File: src/du_pkg.sv
// Constants shared by the dual serial channel host and pin logic
package du_pkg;
   // Channel count and bus widths
   localparam int DU_NCH = 2;
   localparam int DU_DW = 8;
   localparam int DU_AW = 3;
   // Host bundle width: read, write, two selects, address, data
   localparam int DU_HOST_W = 4 + DU_AW + DU_DW;
   // Modem pin bundle width: cts, dsr, ri, cd, rx
   localparam int DU_PIN_W = 5;
   // Register offsets on the three address inputs
   localparam logic [2:0] DU_A_DATA = 3'h0;
   localparam logic [2:0] DU_A_IEN = 3'h1;
   localparam logic [2:0] DU_A_IDFC = 3'h2;
   localparam logic [2:0] DU_A_LCTL = 3'h3;
   localparam logic [2:0] DU_A_MCTL = 3'h4;
   localparam logic [2:0] DU_A_LSTAT = 3'h5;
   localparam logic [2:0] DU_A_MSTAT = 3'h6;
   localparam logic [2:0] DU_A_SCRATCH = 3'h7;
   // Modem control fields
   localparam int DU_MC_DTR = 0;
   localparam int DU_MC_RTS = 1;
   localparam int DU_MC_OUTEN = 3;
   localparam int DU_MC_LOOP = 4;
   // Enhanced feature fields
   localparam int DU_EF_ARTS = 6;
   localparam int DU_EF_ACTS = 7;
   // Interrupt enable fields
   localparam int DU_IE_RXD = 0;
   localparam int DU_IE_TXE = 1;
   localparam int DU_IE_LSE = 2;
   localparam int DU_IE_MSE = 3;
   // FIFO control fields
   localparam int DU_FC_EN = 0;
   localparam int DU_FC_DMA = 3;
   // Line control value that opens the enhanced feature register
   localparam logic [7:0] DU_LCR_KEY = 8'hbf;
   // Interrupt identification codes, highest priority first
   localparam logic [3:0] DU_ID_LINE = 4'h6;
   localparam logic [3:0] DU_ID_RXD = 4'h4;
   localparam logic [3:0] DU_ID_TXE = 4'h2;
   localparam logic [3:0] DU_ID_MODEM = 4'h0;
   localparam logic [3:0] DU_ID_NONE = 4'h1;
   // Reset values
   localparam logic [7:0] DU_RST_BYTE = 8'h00;
   localparam logic [DU_HOST_W-1:0] DU_HOST_IDLE = {4'hf, 3'h0, 8'h00};
   localparam logic [DU_PIN_W-1:0] DU_PIN_IDLE = 5'h1f;
endpackage

File: src/du_sync.sv
// Two flip-flop synchroniser for a bundle of pin levels
`timescale 1ns/10ps
module du_sync
   import du_pkg::*;
#(
   parameter int W = 1,
   parameter logic [W-1:0] INIT = '0
)
(
   // Clock and reset
   input wire logic clk,
   input wire logic reset,
   // Asynchronous levels in, synchronised levels out
   input wire logic [W-1:0] async_in,
   output logic [W-1:0] sync_out
);
   logic [W-1:0] meta_reg;

   // First stage feeds only the second stage
   always_ff @(posedge clk)
   begin
      if (reset)
      begin
         meta_reg <= INIT;
         sync_out <= INIT;
      end
      else
      begin
         meta_reg <= async_in;
         sync_out <= meta_reg;
      end
   end
endmodule

File: src/du_pins.sv
// Host strobe port, modem pins, ready outputs and loop-back for two channels
//
// The strobed register port and the placing of the registers were decided locally.
`timescale 1ns/10ps
module du_pins
   import du_pkg::*;
(
   // Clock and reset
   input wire logic clk,
   input wire logic reset,
   // Host strobed port
   input wire logic host_read_strobe_n,
   input wire logic host_write_strobe_n,
   input wire logic channel_a_select_n,
   input wire logic channel_b_select_n,
   input wire logic [2:0] host_addr,
   input wire logic [7:0] host_data_in,
   output logic [7:0] host_data_out,
   output logic host_data_oe_n,
   // Interrupt and user outputs
   output logic channel_a_irq,
   output logic channel_a_irq_oe_n,
   output logic channel_b_irq,
   output logic channel_b_irq_oe_n,
   output logic channel_a_user_out_n,
   output logic channel_b_user_out_n,
   // DMA ready outputs
   output logic channel_a_rx_ready_n,
   output logic channel_a_tx_ready_n,
   output logic channel_b_rx_ready_n,
   output logic channel_b_tx_ready_n,
   // Modem pins, index 0 is channel a
   input wire logic [1:0] cts_n,
   input wire logic [1:0] dsr_n,
   input wire logic [1:0] ri_n,
   input wire logic [1:0] cd_n,
   output logic [1:0] rts_n,
   output logic [1:0] dtr_n,
   // Serial pins
   input wire logic [1:0] rx_pin,
   output logic [1:0] tx_pin,
   // Core side: receive FIFO
   input wire logic [15:0] rx_fifo_data,
   input wire logic [1:0] rx_fifo_empty,
   input wire logic [1:0] rx_fifo_trig,
   input wire logic [1:0] rx_line_error,
   output logic [1:0] rx_fifo_pop,
   // Core side: transmit FIFO
   input wire logic [1:0] tx_fifo_empty,
   input wire logic [1:0] tx_fifo_full,
   input wire logic [1:0] tx_fifo_trig,
   output logic [1:0] tx_fifo_push,
   output logic [15:0] tx_fifo_data,
   // Core side: serial data and flow control
   input wire logic [1:0] tx_serial,
   input wire logic [1:0] auto_rts_n,
   output logic [1:0] rx_serial,
   output logic [1:0] auto_cts_en
);
   // ==========================================================
   // Host strobe synchronisation
   // ==========================================================
   logic [DU_HOST_W-1:0] host_sync;
   logic rd_n_s;
   logic wr_n_s;
   logic [1:0] cs_n_s;
   logic [2:0] addr_s;
   logic [7:0] din_s;
   logic rd_n_prev_reg;
   logic wr_n_prev_reg;
   logic rd_fall;
   logic wr_rise;
   logic [1:0] sel;

   du_sync #(.W(DU_HOST_W), .INIT(DU_HOST_IDLE)) u_host_sync
   (
      .clk(clk),
      .reset(reset),
      .async_in({host_read_strobe_n, host_write_strobe_n, channel_b_select_n,
                 channel_a_select_n, host_addr, host_data_in}),
      .sync_out(host_sync)
   );

   // Unpack the synchronised bundle
   assign {rd_n_s, wr_n_s, cs_n_s, addr_s, din_s} = host_sync;

   // Strobe history for edge detection
   always_ff @(posedge clk)
   begin
      if (reset)
      begin
         rd_n_prev_reg <= 1'b1;
         wr_n_prev_reg <= 1'b1;
      end
      else
      begin
         rd_n_prev_reg <= rd_n_s;
         wr_n_prev_reg <= wr_n_s;
      end
   end

   // Edges of the strobes; channel a wins if both selects are low
   assign rd_fall = rd_n_prev_reg & ~rd_n_s;
   assign wr_rise = ~wr_n_prev_reg & wr_n_s;
   assign sel[0] = ~cs_n_s[0];
   assign sel[1] = ~cs_n_s[1] & cs_n_s[0];

   // ==========================================================
   // Per-channel registers and pins
   // ==========================================================
   logic [7:0] rd_mux [DU_NCH];
   logic [DU_NCH-1:0] irq_reg;
   logic [DU_NCH-1:0] irq_oe_n_reg;
   logic [DU_NCH-1:0] user_n_reg;
   logic [DU_NCH-1:0] rxr_n_reg;
   logic [DU_NCH-1:0] txr_n_reg;

   genvar ch;
   generate
      for (ch = 0; ch < DU_NCH; ch++)
      begin : g_ch
         logic [7:0] ier_reg;
         logic [7:0] lcr_reg;
         logic [7:0] mcr_reg;
         logic [7:0] efr_reg;
         logic [7:0] fcr_reg;
         logic [7:0] spr_reg;
         logic [3:0] delta_reg;
         logic [3:0] modem_prev_reg;
         logic [DU_PIN_W-1:0] pin_s;
         logic [3:0] modem_lvl;
         logic [3:0] delta_set;
         logic rx_s;
         logic [3:0] iid;
         logic wr_here;
         logic rd_here;

         // Independent synchroniser per channel
         du_sync #(.W(DU_PIN_W), .INIT(DU_PIN_IDLE)) u_pin_sync
         (
            .clk(clk),
            .reset(reset),
            .async_in({cd_n[ch], ri_n[ch], dsr_n[ch], cts_n[ch], rx_pin[ch]}),
            .sync_out(pin_s)
         );

         // Status order: cd, ri, dsr, cts, all shown active high
         assign modem_lvl = ~pin_s[4:1];
         assign rx_s = pin_s[0];
         assign wr_here = wr_rise & sel[ch];
         assign rd_here = rd_fall & sel[ch];

         // Changes on cd, dsr, cts; ri only on its trailing edge
         assign delta_set[0] = modem_lvl[0] ^ modem_prev_reg[0];
         assign delta_set[1] = modem_lvl[1] ^ modem_prev_reg[1];
         assign delta_set[2] = ~modem_lvl[2] & modem_prev_reg[2];
         assign delta_set[3] = modem_lvl[3] ^ modem_prev_reg[3];

         // Host writes; enhanced register hides behind the line control key
         always_ff @(posedge clk)
         begin
            if (reset)
            begin
               ier_reg <= DU_RST_BYTE;
               lcr_reg <= DU_RST_BYTE;
               mcr_reg <= DU_RST_BYTE;
               efr_reg <= DU_RST_BYTE;
               fcr_reg <= DU_RST_BYTE;
               spr_reg <= DU_RST_BYTE;
            end
            else if (wr_here)
            begin
               unique case (addr_s)
                  DU_A_IEN: ier_reg <= din_s;
                  DU_A_IDFC:
                  begin
                     if (lcr_reg == DU_LCR_KEY)
                        efr_reg <= din_s;
                     else
                        fcr_reg <= din_s;
                  end
                  DU_A_LCTL: lcr_reg <= din_s;
                  DU_A_MCTL: mcr_reg <= din_s;
                  DU_A_SCRATCH: spr_reg <= din_s;
                  default: ;
               endcase
            end
         end

         // Transmit data push; bit 0 goes out first on the line
         always_ff @(posedge clk)
         begin
            if (reset)
            begin
               tx_fifo_push[ch] <= 1'b0;
               tx_fifo_data[ch*8 +: 8] <= DU_RST_BYTE;
            end
            else
            begin
               tx_fifo_push[ch] <= wr_here && addr_s == DU_A_DATA;
               if (wr_here && addr_s == DU_A_DATA)
                  tx_fifo_data[ch*8 +: 8] <= din_s;
            end
         end

         // Receive pop on a read of the data register
         always_ff @(posedge clk)
         begin
            if (reset)
               rx_fifo_pop[ch] <= 1'b0;
            else
               rx_fifo_pop[ch] <= rd_here && addr_s == DU_A_DATA;
         end

         // Modem change flags; a new change beats the read that clears
         always_ff @(posedge clk)
         begin
            if (reset)
            begin
               delta_reg <= 4'h0;
               modem_prev_reg <= 4'h0;
            end
            else
            begin
               modem_prev_reg <= modem_lvl;
               if (rd_here && addr_s == DU_A_MSTAT)
                  delta_reg <= delta_set;
               else
                  delta_reg <= delta_reg | delta_set;
            end
         end

         // Interrupt priority: line error, data, space, modem
         always_comb
         begin
            if (ier_reg[DU_IE_LSE] && rx_line_error[ch])
               iid = DU_ID_LINE;
            else if (ier_reg[DU_IE_RXD] && !rx_fifo_empty[ch])
               iid = DU_ID_RXD;
            else if (ier_reg[DU_IE_TXE] && tx_fifo_empty[ch])
               iid = DU_ID_TXE;
            else if (ier_reg[DU_IE_MSE] && delta_reg != 4'h0)
               iid = DU_ID_MODEM;
            else
               iid = DU_ID_NONE;
         end

         // Register read selection
         always_comb
         begin
            unique case (addr_s)
               DU_A_DATA: rd_mux[ch] = rx_fifo_data[ch*8 +: 8];
               DU_A_IEN: rd_mux[ch] = ier_reg;
               DU_A_IDFC:
               begin
                  if (lcr_reg == DU_LCR_KEY)
                     rd_mux[ch] = efr_reg;
                  else
                     rd_mux[ch] = {{2{fcr_reg[DU_FC_EN]}}, 2'b00, iid};
               end
               DU_A_LCTL: rd_mux[ch] = lcr_reg;
               DU_A_MCTL: rd_mux[ch] = mcr_reg;
               DU_A_LSTAT: rd_mux[ch] = {rx_line_error[ch], tx_fifo_empty[ch],
                                        ~tx_fifo_full[ch], 4'h0, ~rx_fifo_empty[ch]};
               DU_A_MSTAT: rd_mux[ch] = {modem_lvl[3], modem_lvl[2], modem_lvl[1],
                                        modem_lvl[0], delta_reg};
               DU_A_SCRATCH: rd_mux[ch] = spr_reg;
            endcase
         end

         // Interrupt pin enable and user output follow modem control bit 3
         always_ff @(posedge clk)
         begin
            if (reset)
            begin
               irq_reg[ch] <= 1'b0;
               irq_oe_n_reg[ch] <= 1'b1;
               user_n_reg[ch] <= 1'b1;
            end
            else
            begin
               irq_reg[ch] <= iid != DU_ID_NONE;
               irq_oe_n_reg[ch] <= ~mcr_reg[DU_MC_OUTEN];
               user_n_reg[ch] <= ~mcr_reg[DU_MC_OUTEN];
            end
         end

         // Modem outputs; auto flow only when its enhanced bit is set
         always_ff @(posedge clk)
         begin
            if (reset)
            begin
               rts_n[ch] <= 1'b1;
               dtr_n[ch] <= 1'b1;
               auto_cts_en[ch] <= 1'b0;
            end
            else
            begin
               if (efr_reg[DU_EF_ARTS])
                  rts_n[ch] <= ~mcr_reg[DU_MC_RTS] | auto_rts_n[ch];
               else
                  rts_n[ch] <= ~mcr_reg[DU_MC_RTS];
               dtr_n[ch] <= ~mcr_reg[DU_MC_DTR];
               auto_cts_en[ch] <= efr_reg[DU_EF_ACTS];
            end
         end

         // Serial routing; reset holds both lines at mark, loop-back holds tx_pin at mark and feeds tx_serial to rx_serial
         always_ff @(posedge clk)
         begin
            if (reset)
            begin
               tx_pin[ch] <= 1'b1;
               rx_serial[ch] <= 1'b1;
            end
            else if (mcr_reg[DU_MC_LOOP])
            begin
               tx_pin[ch] <= 1'b1;
               rx_serial[ch] <= tx_serial[ch];
            end
            else
            begin
               tx_pin[ch] <= tx_serial[ch];
               rx_serial[ch] <= rx_s;
            end
         end

         // DMA ready outputs; receive ignores the mode, transmit mode 1 uses trigger levels, mode 0 single bytes
         always_ff @(posedge clk)
         begin
            if (reset)
            begin
               rxr_n_reg[ch] <= 1'b1;
               txr_n_reg[ch] <= 1'b0;
            end
            else
            begin
               rxr_n_reg[ch] <= rx_fifo_empty[ch] & ~rx_fifo_trig[ch];
               if (fcr_reg[DU_FC_DMA] && fcr_reg[DU_FC_EN])
               begin
                  if (tx_fifo_full[ch])
                     txr_n_reg[ch] <= 1'b1;
                  else if (tx_fifo_trig[ch] || tx_fifo_empty[ch])
                     txr_n_reg[ch] <= 1'b0;
               end
               else
                  txr_n_reg[ch] <= ~tx_fifo_empty[ch];
            end
         end
      end
   endgenerate

   // ==========================================================
   // Host data bus drive
   // ==========================================================
   // Bus is driven only while the strobe stays low on a selected channel
   always_ff @(posedge clk)
   begin
      if (reset)
      begin
         host_data_out <= DU_RST_BYTE;
         host_data_oe_n <= 1'b1;
      end
      else
      begin
         if (rd_fall && sel[0])
            host_data_out <= rd_mux[0];
         else if (rd_fall && sel[1])
            host_data_out <= rd_mux[1];
         if (rd_fall && (sel[0] || sel[1]))
            host_data_oe_n <= 1'b0;
         else if (rd_n_s)
            host_data_oe_n <= 1'b1;
      end
   end

   // ==========================================================
   // Named channel outputs, all from flip-flops
   // ==========================================================
   assign channel_a_irq = irq_reg[0];
   assign channel_b_irq = irq_reg[1];
   assign channel_a_irq_oe_n = irq_oe_n_reg[0];
   assign channel_b_irq_oe_n = irq_oe_n_reg[1];
   assign channel_a_user_out_n = user_n_reg[0];
   assign channel_b_user_out_n = user_n_reg[1];
   assign channel_a_rx_ready_n = rxr_n_reg[0];
   assign channel_b_rx_ready_n = rxr_n_reg[1];
   assign channel_a_tx_ready_n = txr_n_reg[0];
   assign channel_b_tx_ready_n = txr_n_reg[1];
endmodule

File: config.mk
export PLATFORM = sky130hd
export DESIGN_NAME = du_pins
export DESIGN_NICKNAME = d
export VERILOG_FILES = /design/src/du_pkg.sv /design/src/du_sync.sv /design/src/du_pins.sv
export SDC_FILE = /design/constraint.sdc
export NUM_CORES = 1
export LEC_CHECK = 0
export BUFFER_PORTS_ARGS = -buffer_cell sky130_fd_sc_hd__buf_2
export CORE_MARGIN = 1
export CORE_UTILIZATION = 55
export CTS_CLUSTER_SIZE = 14
export DETAILED_ROUTE_END_ITERATION = 8
export GPL_TIMING_DRIVEN = 1
export PLACE_DENSITY_LB_ADDON = 0.05
export SLEW_MARGIN = 10
export SYNTH_ARGS = -nofsm -noshare
export SYNTH_HDL_FRONTEND = slang
export SYNTH_SLANG_ARGS = --single-unit
File: constraint.sdc
create_clock -name clk -period 3.15 [get_ports clk]
set_input_delay 0.7875 -clock clk [delete_from_list [all_inputs] [get_ports clk]]
set_output_delay 0.7875 -clock clk [all_outputs]
set_load 0.05 [all_outputs]
==> results of run 1 <==
## area by class of cell
type	instances	area (um2)	area share, %
clock inverters	15	206	2.26
well taps	180	225	2.47
flip-flops and latches	199	3990	43.7
multi-input cells	562	3560	39.0
inverters	8	30.0	0.329
repair buffers	126	693	7.60
clock buffers	17	425	4.66
## layout by cell type, fill, tap and decap left out, types with 3 or more instances in the layout
| cell type | synthesis | routed |
|---|---|---|
| inv_8 | 0 | 5 |
| a21oi_1 | 41 | 41 |
| mux2i_1 | 79 | 79 |
| or2_2 | 33 | 33 |
| mux2_2 | 6 | 6 |
| o2bb2ai_1 | 4 | 4 |
| o21ai_0 | 17 | 17 |
| clkinv_1 | 3 | 3 |
| nor3_2 | 3 | 3 |
| xnor2_1 | 6 | 6 |
| buf_4 | 4 | 19 |
| a221oi_1 | 8 | 8 |
| buf_2 | 9 | 106 |
| a211o_1 | 3 | 3 |
| nand4_1 | 4 | 4 |
| or3_1 | 3 | 3 |
| nor2_2 | 4 | 4 |
| clkbuf_16 | 0 | 17 |
| dfxtp_1 | 199 | 198 |
| nor4_1 | 3 | 3 |
| nand3_1 | 40 | 40 |
| nand2b_1 | 18 | 18 |
| inv_1 | 5 | 5 |
| o221ai_1 | 8 | 8 |
| o211ai_1 | 7 | 7 |
| a311oi_1 | 4 | 4 |
| a31oi_1 | 10 | 10 |
| nor3_1 | 7 | 7 |
| clkinv_8 | 0 | 3 |
| a2bb2oi_1 | 4 | 4 |
| nand3b_1 | 3 | 3 |
| nand2_1 | 62 | 62 |
| nor2_1 | 108 | 108 |
| nor2b_1 | 29 | 29 |
## cell families after synthesis
| group | Yosys count | synth area share [%] |
|---|---|---|
| XOR/XNOR | 6 | 0.670 |
| AND/OR/NAND/NOR | 334 | 21.2 |
| flip-flops | 199 | 50.8 |
| AO/OA/AOI/OAI | 134 | 11.6 |
| multiplexers | 88 | 11.8 |
| buffers and inverters | 68 | 3.87 |
## power by group
part | switching [mW] | internal (mW)
sequential | 0.0539 | 2.56
clock | 1.07 | 1.22
combinational | 0.177 | 0.111
total | 1.30 | 3.89
## worst paths after layout
| kind | endpoint | slack, ns | depth (start not counted) |
|---|---|---|---|
| max | host_data_out[7] | 0.90 | 5 |
| min | g_ch[0].u_pin_sync.sync_out[3] | 0.41 | 1 |
| max reg2reg | host_data_out[7] | 0.90 | 5 |
| min reg2reg | g_ch[0].u_pin_sync.sync_out[3] | 0.41 | 1 |
## through the flow
| step | utilization, % | cells |
|---|---|---|
| 6_report | 65.7 | 1107 |
| 5_1_grt | 65.7 | 1107 |
| 4_1_cts | 65.7 | 1107 |
| 3_5_place_dp | 61.2 | 1075 |
| 3_3_place_gp | 61.2 | 1075 |
| 2_1_floorplan | - | 829 |
## worst max-delay path, stage by stage (launching register included)
cell and delay (ns):
dfxtp_2 0.72, buf_4 0.29, mux4_1 0.59, o21ai_0 0.17, a31oi_1 0.11, a221o_1 0.26
## routing by layer
metal	wire (um)	up-vias	share of wire, %	GRT usage (%)
li1	-	3057	-	-
met1	9320	3098	44	38.6
met2	10100	235	47	47.5
met3	1330	41	6.3	6.44
met4	524	0	2.5	12.6
met5	0	-	0	0
==> flow_summary.ini, run 1 <==
[outcome]
outcome = finished, violations left
violations = DRC

[final_layout]
fin_nets = 973
syn_to_final_growth_pct = 16.3
design_area_um2 = 9120
n_fill_cell = 1154
diodes = 0
drive_above_1_share_pct = 23.0

[yosys]
yosysWarningCount = 0
synth_area_um2 = 7850
synth_cell_types = 67
syn_area_per_cell_um2 = 9.46
yosys-top-cells-area = dfxtp_1 51%, mux2i_1 10%, nor2_1 5.2%
ys_async_sr_fraction_pct = 0
synth_top_area_share_pct = 50.8
syn_inst = 829
synth_common_cells = 199 x dfxtp_1, 108 x nor2_1, 79 x mux2i_1
synth_ff_type = dfxtp_1
yosysSeqAreaShare_pct = 50.8
synth_top_area_cell = dfxtp_1
synth_nets = 888
ys_ff_latch = 199
yosys.cell_count.top_type = dfxtp_1
synth_edf_count = 0

[routing]
first_pass_iters = 9
wl_per_cell_um = 19.2
drtIter0Drc = 610
drt-total-wl_um = 21200
antenna_left = 0
vias_per_cell = 5.81
vias = 6431
drc = 4

[power]
cellPowerDensity_nw_per_um2 = 569
peakVddDrop_uv = 415
p_leak_nw = 3.56
total_power_mw = 5.20

[timing]
min_period_ns = 2.25
fin_ws_ns = 0.904
holdWs_ns = 0.406
hold_viol_final = 0
skew_ns = 0.0113
worst_slew_pin_slew_ns = 0.922
rsz0062_at_grt = no
setup_violations = 0
clock.fmax_ghz = 0.445
fin_crit_sh_pct = 71.3
max-slew-margin-rel_pct = 38.5
tns_ns = 0
slew_viol_final = 0

[placement]
gp_congestion = 0.943
placed_area_um2 = 8490
io_buffers = 107
pre_cts_ws_ns = 0.941
dp_hpwl_um = 14500

[critical_path]
r2r_start = u_host_sync.sync_out[10]
arrival_ns = 2.58
required_ns = 3.48
worstPathMaxFanout = 29
cp-startpoint = u_host_sync.sync_out[10]
path_class = reg2reg
end_kind = flip-flop
critPathLaunchType = flip-flop

[clock_network]
clk_latency_ns = 0.45
post_cts_resized = 0
postCtsSetupBuffers = 0
htree_num_levels = 4
clk_pin_slew_worst_paths_ns = 0.07
numCtsBuffers = 17
max-clock-path-buffers = 2
hold_buffers = 0
cts_sinks = 199
tritoncts = yes
cts_root_buffer = clkbuf_16

[floorplanning]
start_util_pct = 56.5
die_h_um = 121
die_area_um2 = 14700
rows = 43
core_um2 = 13900
ioPinCount = 108
die_w_um = 121

[global_route]
grt_pass1_vias = 5897
grt-ovfl-total = 0
grt_max_degree = 142
antenna_found_initial = 0
grt_use_total_pct = 29.7
grt_pass1_wl_um = 32600

[hold_path]
min_from = g_ch[0].u_pin_sync.meta_reg[3]
worstHoldPathType = reg2reg

[run]
maxCapViolations = 0
No activity file was read; power rests on OpenSTA's default activity.
==> run 2, diff against run 1 <==
clock period = 2.3 ns   (was 3.15 ns; I/O delays follow)
==> flow_summary.ini, run 2 (synthesis gave the netlist of run 1 again) <==
[critical_path]
required_ns = 2.60
end_kind = flip-flop
arrival_ns = 2.36
cp_cell_sequence = buf_4 -> or3b_1 -> nor3_4 -> mux2i_1 -> nor2_1
critPathLaunchType = flip-flop
cpPeakStageDelay_ns = 0.54
path_class = reg2reg
critPathSlowestCell = or3b_1
worstPathMaxFanout = 14

[floorplanning]
die_h_um = 121
core_um2 = 13900
die_area_um2 = 14700
ioPinCount = 108
die_w_um = 121
rows = 43
start_util_pct = 56.5

[power]
cellPowerDensity_nw_per_um2 = 758
p_leak_nw = 3.61
total_power_mw = 6.97
peakVddDrop_uv = 694

[routing]
drc = 0
first_pass_iters = 6
vias = 6549
drt-total-wl_um = 21900
drtIter0Drc = 724
vias_per_cell = 5.85
wl_per_cell_um = 19.5
antenna_left = 0

[placement]
gp_congestion = 0.978
dp_hpwl_um = 15600
io_buffers = 107
placed_area_um2 = 8590
dp.cells = 1088

[final_layout]
design_area_um2 = 9190
instances_no_fill = 1120
regArea_um2 = 3990
drive_above_1_share_pct = 24.0
diodes = 0
final_common_cell = dfxtp_1
multiInputGateArea_um2 = 3560
layout_common_cells = 198 x dfxtp_1, 108 x nor2_1, 106 x buf_2, 79 x mux2i_1, 62 x nand2_1
n_fill_cell = 1117
syn_to_final_growth_pct = 17.1
fin_nets = 986

[run]
maxCapViolations = 0

[timing]
slew_viol_final = 0
clock.fmax_ghz = 0.485
rsz0062_at_grt = no
min_period_ns = 2.06
setup_violations = 0
hold_viol_final = 0
fin_crit_sh_pct = 89.7
max-slew-margin-rel_pct = 46.1
skew_ns = 0.00896
holdWs_ns = 0.316
tns_ns = 0
worst_slew_pin_slew_ns = 0.808

[global_route]
antenna_found_initial = 0
grt_use_total_pct = 31.2
grt_pass1_vias = 6291
grt_pass1_wl_um = 34100
grt-ovfl-total = 0
grt_max_degree = 126

[clock_network]
hold_buffers = 0
cts_sinks = 199
cts_root_buffer = clkbuf_16
post_cts_resized = 0
clk_pin_slew_worst_paths_ns = 0.07
tritoncts = yes
htree_num_levels = 4
numCtsBuffers = 17
max-clock-path-buffers = 2
postCtsSetupBuffers = 0
clk_latency_ns = 0.44

[hold_path]
worstHoldPathType = in2reg

[outcome]
outcome = completed
[run 2: path summary, 6_finish.rpt]
check                                      start  slack (ns)  cells past startpoint                             end
hold / removal                          cts_n[1]        0.32                      2  g_ch[1].u_pin_sync.meta_reg[1]
setup / recovery        u_host_sync.sync_out[10]        0.24                      5              g_ch[0].efr_reg[0]
hold reg to reg   g_ch[0].u_pin_sync.meta_reg[4]        0.41                      1  g_ch[0].u_pin_sync.sync_out[4]
setup reg to reg        u_host_sync.sync_out[10]        0.24                      5              g_ch[0].efr_reg[0]
[run 2: metrics by stage]
step           util [%]  setup slack [ns]
2_1_floorplan         -             0.471
3_3_place_gp       61.9             0.354
3_5_place_dp       61.9             0.266
4_1_cts            66.2             0.260
5_1_grt            66.2             0.161
6_report           66.2             0.238
[run 2: report_power, final]
part / internal [mW] / leakage, nW / switching, mW
clock network: 1.58 / 0.288 / 1.40
registers: 3.51 / 1.62 / 0.0680
logic: 0.160 / 1.70 / 0.254
total: 5.25 / 3.61 / 1.72
[run 2: cell type report]
type | instances | area share, %
sequential | 199 | 43.4
multi-input combinational | 562 | 38.7
tap | 180 | 2.45
clock buffer | 18 | 4.78
timing repair buffer | 139 | 8.61
inverter | 8 | 0.327
clock inverter | 14 | 1.73
[run 2: critical path, delay by kind of cell (launching register included)]
family                 cells  cell delay (ns)
muxes                      1             0.26
DFF                        1             0.34
buffers and inverters      1             0.19
and+or+nand+nor            3             1.13
[run 2: routing by layer]
layer	share of wire, %	global-route usage, %	up-vias
met2	48	50.8	308
met1	42	39.3	3110
met3	6.6	6.53	58
met5	0	0	-
met4	3.5	14.6	0
li1	-	-	3073
==> run 3, diff against run 2 <==
CORE_ASPECT_RATIO = 0.7   (was unset)
CTS_BUF_LIST = sky130_fd_sc_hd__clkbuf_4   (was unset)
==> flow_summary.ini, run 3 (synthesis gave the netlist of run 1 again) <==
[final_layout]
layout_common_cells = 198 x dfxtp_1, 108 x nor2_1, 106 x buf_2, 79 x mux2i_1, 62 x nand2_1
multiInputGateArea_um2 = 3560
final_common_cell = dfxtp_1
n_fill_cell = 1156
fin_nets = 994
design_area_um2 = 8980
regArea_um2 = 3990
syn_to_final_growth_pct = 14.4
instances_no_fill = 1139
drive_above_1_share_pct = 24.5

[routing]
drc = 0
drtIter0Drc = 442
vias = 6446
antenna_left = 0
drt-total-wl_um = 21500
vias_per_cell = 5.66
first_pass_iters = 5
wl_per_cell_um = 18.8

[clock_network]
post_cts_resized = 0
hold_buffers = 0
cts_root_buffer = clkbuf_4
postCtsSetupBuffers = 0
numCtsBuffers = 17
clk_latency_ns = 0.62
htree_num_levels = 4
clk_pin_slew_worst_paths_ns = 0.16
cts_sinks = 199
tritoncts = yes
max-clock-path-buffers = 2

[power]
p_leak_nw = 3.52
total_power_mw = 5.90
cellPowerDensity_nw_per_um2 = 658
peakVddDrop_uv = 566

[global_route]
grt_pass1_vias = 5995
grt-ovfl-total = 0
antenna_found_initial = 0
grt_max_degree = 101
grt_use_total_pct = 30.8
grt_pass1_wl_um = 33100

[hold_path]
worstHoldPathType = in2reg
whs_path_depth = 2

[critical_path]
worstPathMaxFanout = 24
arrival_ns = 2.54
required_ns = 2.81
regToRegSetupSlack_ns = 0.28
critPathLaunchType = flip-flop
end_kind = flip-flop
path_class = reg2reg
ff2ff_path_depth = 6

[floorplanning]
die_area_um2 = 14800
die_h_um = 102
core_um2 = 13900
start_util_pct = 56.4
die_w_um = 145
ioPinCount = 108
rows = 36

[timing]
rsz0062_at_grt = no
worst_slew_pin_slew_ns = 0.816
max-slew-margin-rel_pct = 45.5
slew_viol_final = 0
fin_crit_sh_pct = 88.0
skew_ns = 0.0240
min_period_ns = 2.02
fin_ws_ns = 0.276
tns_ns = 0
setup_violations = 0
clock.fmax_ghz = 0.494
hold_viol_final = 0

[placement]
placed_area_um2 = 8690
dp.cells = 1106
dp_hpwl_um = 15500
io_buffers = 107
gp_congestion = 0.924
pre_cts_ws_ns = 0.286

[outcome]
outcome = completed

[run]
maxCapViolations = 0
## run 3: cell types whose count changed in the layout (fill, tap and decap cells not counted), sizes merged
cell      previous run  this run
buf                139       147
inv                 12         9
bufinv               1         2
clkbuf              18        19
clkinvlp             2         3
diode                0         1
## run 3: path summary, 6_finish.rpt
| path | endpoint | start |
|---|---|---|
| setup / recovery | g_ch[1].efr_reg[3] | u_host_sync.sync_out[8] |
| hold / removal | channel_a_rx_ready_n | rx_fifo_trig[0] |
| setup reg to reg | g_ch[1].efr_reg[3] | u_host_sync.sync_out[8] |
| hold reg to reg | g_ch[0].u_pin_sync.sync_out[1] | g_ch[0].u_pin_sync.meta_reg[1] |
## run 3: through the flow
stage | utilization [%] | hold slack, ns
floorplan | - | 0.383
global placement | 62.4 | 0.392
detailed placement | 62.4 | 0.392
CTS | 64.5 | 0.0967
global route | 64.5 | 0.0922
finish | 64.5 | 0.106
## run 3: worst max-delay path, cell delays in order (launching register included)
cell and delay, ns:
dfxtp_1 0.43, buf_12 0.20, or3b_1 0.56, nor3_4 0.23, buf_4 0.22, mux2i_1 0.22
nor2_1 0.06
## run 3: routing by layer
metal  wire length [um]  vias to the layer above  share of wire, %  global-route usage [%]
li1                   -                     3101                 -                       -
met1               9840                     3058                46                    41.9
met2               9670                      244                45                    48.0
met4                529                        0               2.5                    12.6
met3               1430                       43               6.7                    6.09
met5                  0                        -                 0                       0
## run 3: layout make-up
class                   instances  share of cell area [%]
repair buffers                147                    9.76
diodes                          1                  0.0279
well taps                     190                    2.65
multi-input cells             562                    39.6
clock inverters                13                    1.62
clock buffers                  19                    1.59
flip-flops and latches        199                    44.4
inverters                       8                   0.334
## run 3: power by group
group          leakage (nW)  internal, mW  switching (mW)  total (mW)
combinational          1.75         0.167           0.254       0.421
sequential             1.62          3.52          0.0689        3.58
clock                 0.147         0.682            1.22        1.90
total                  3.52          4.36            1.54        5.90
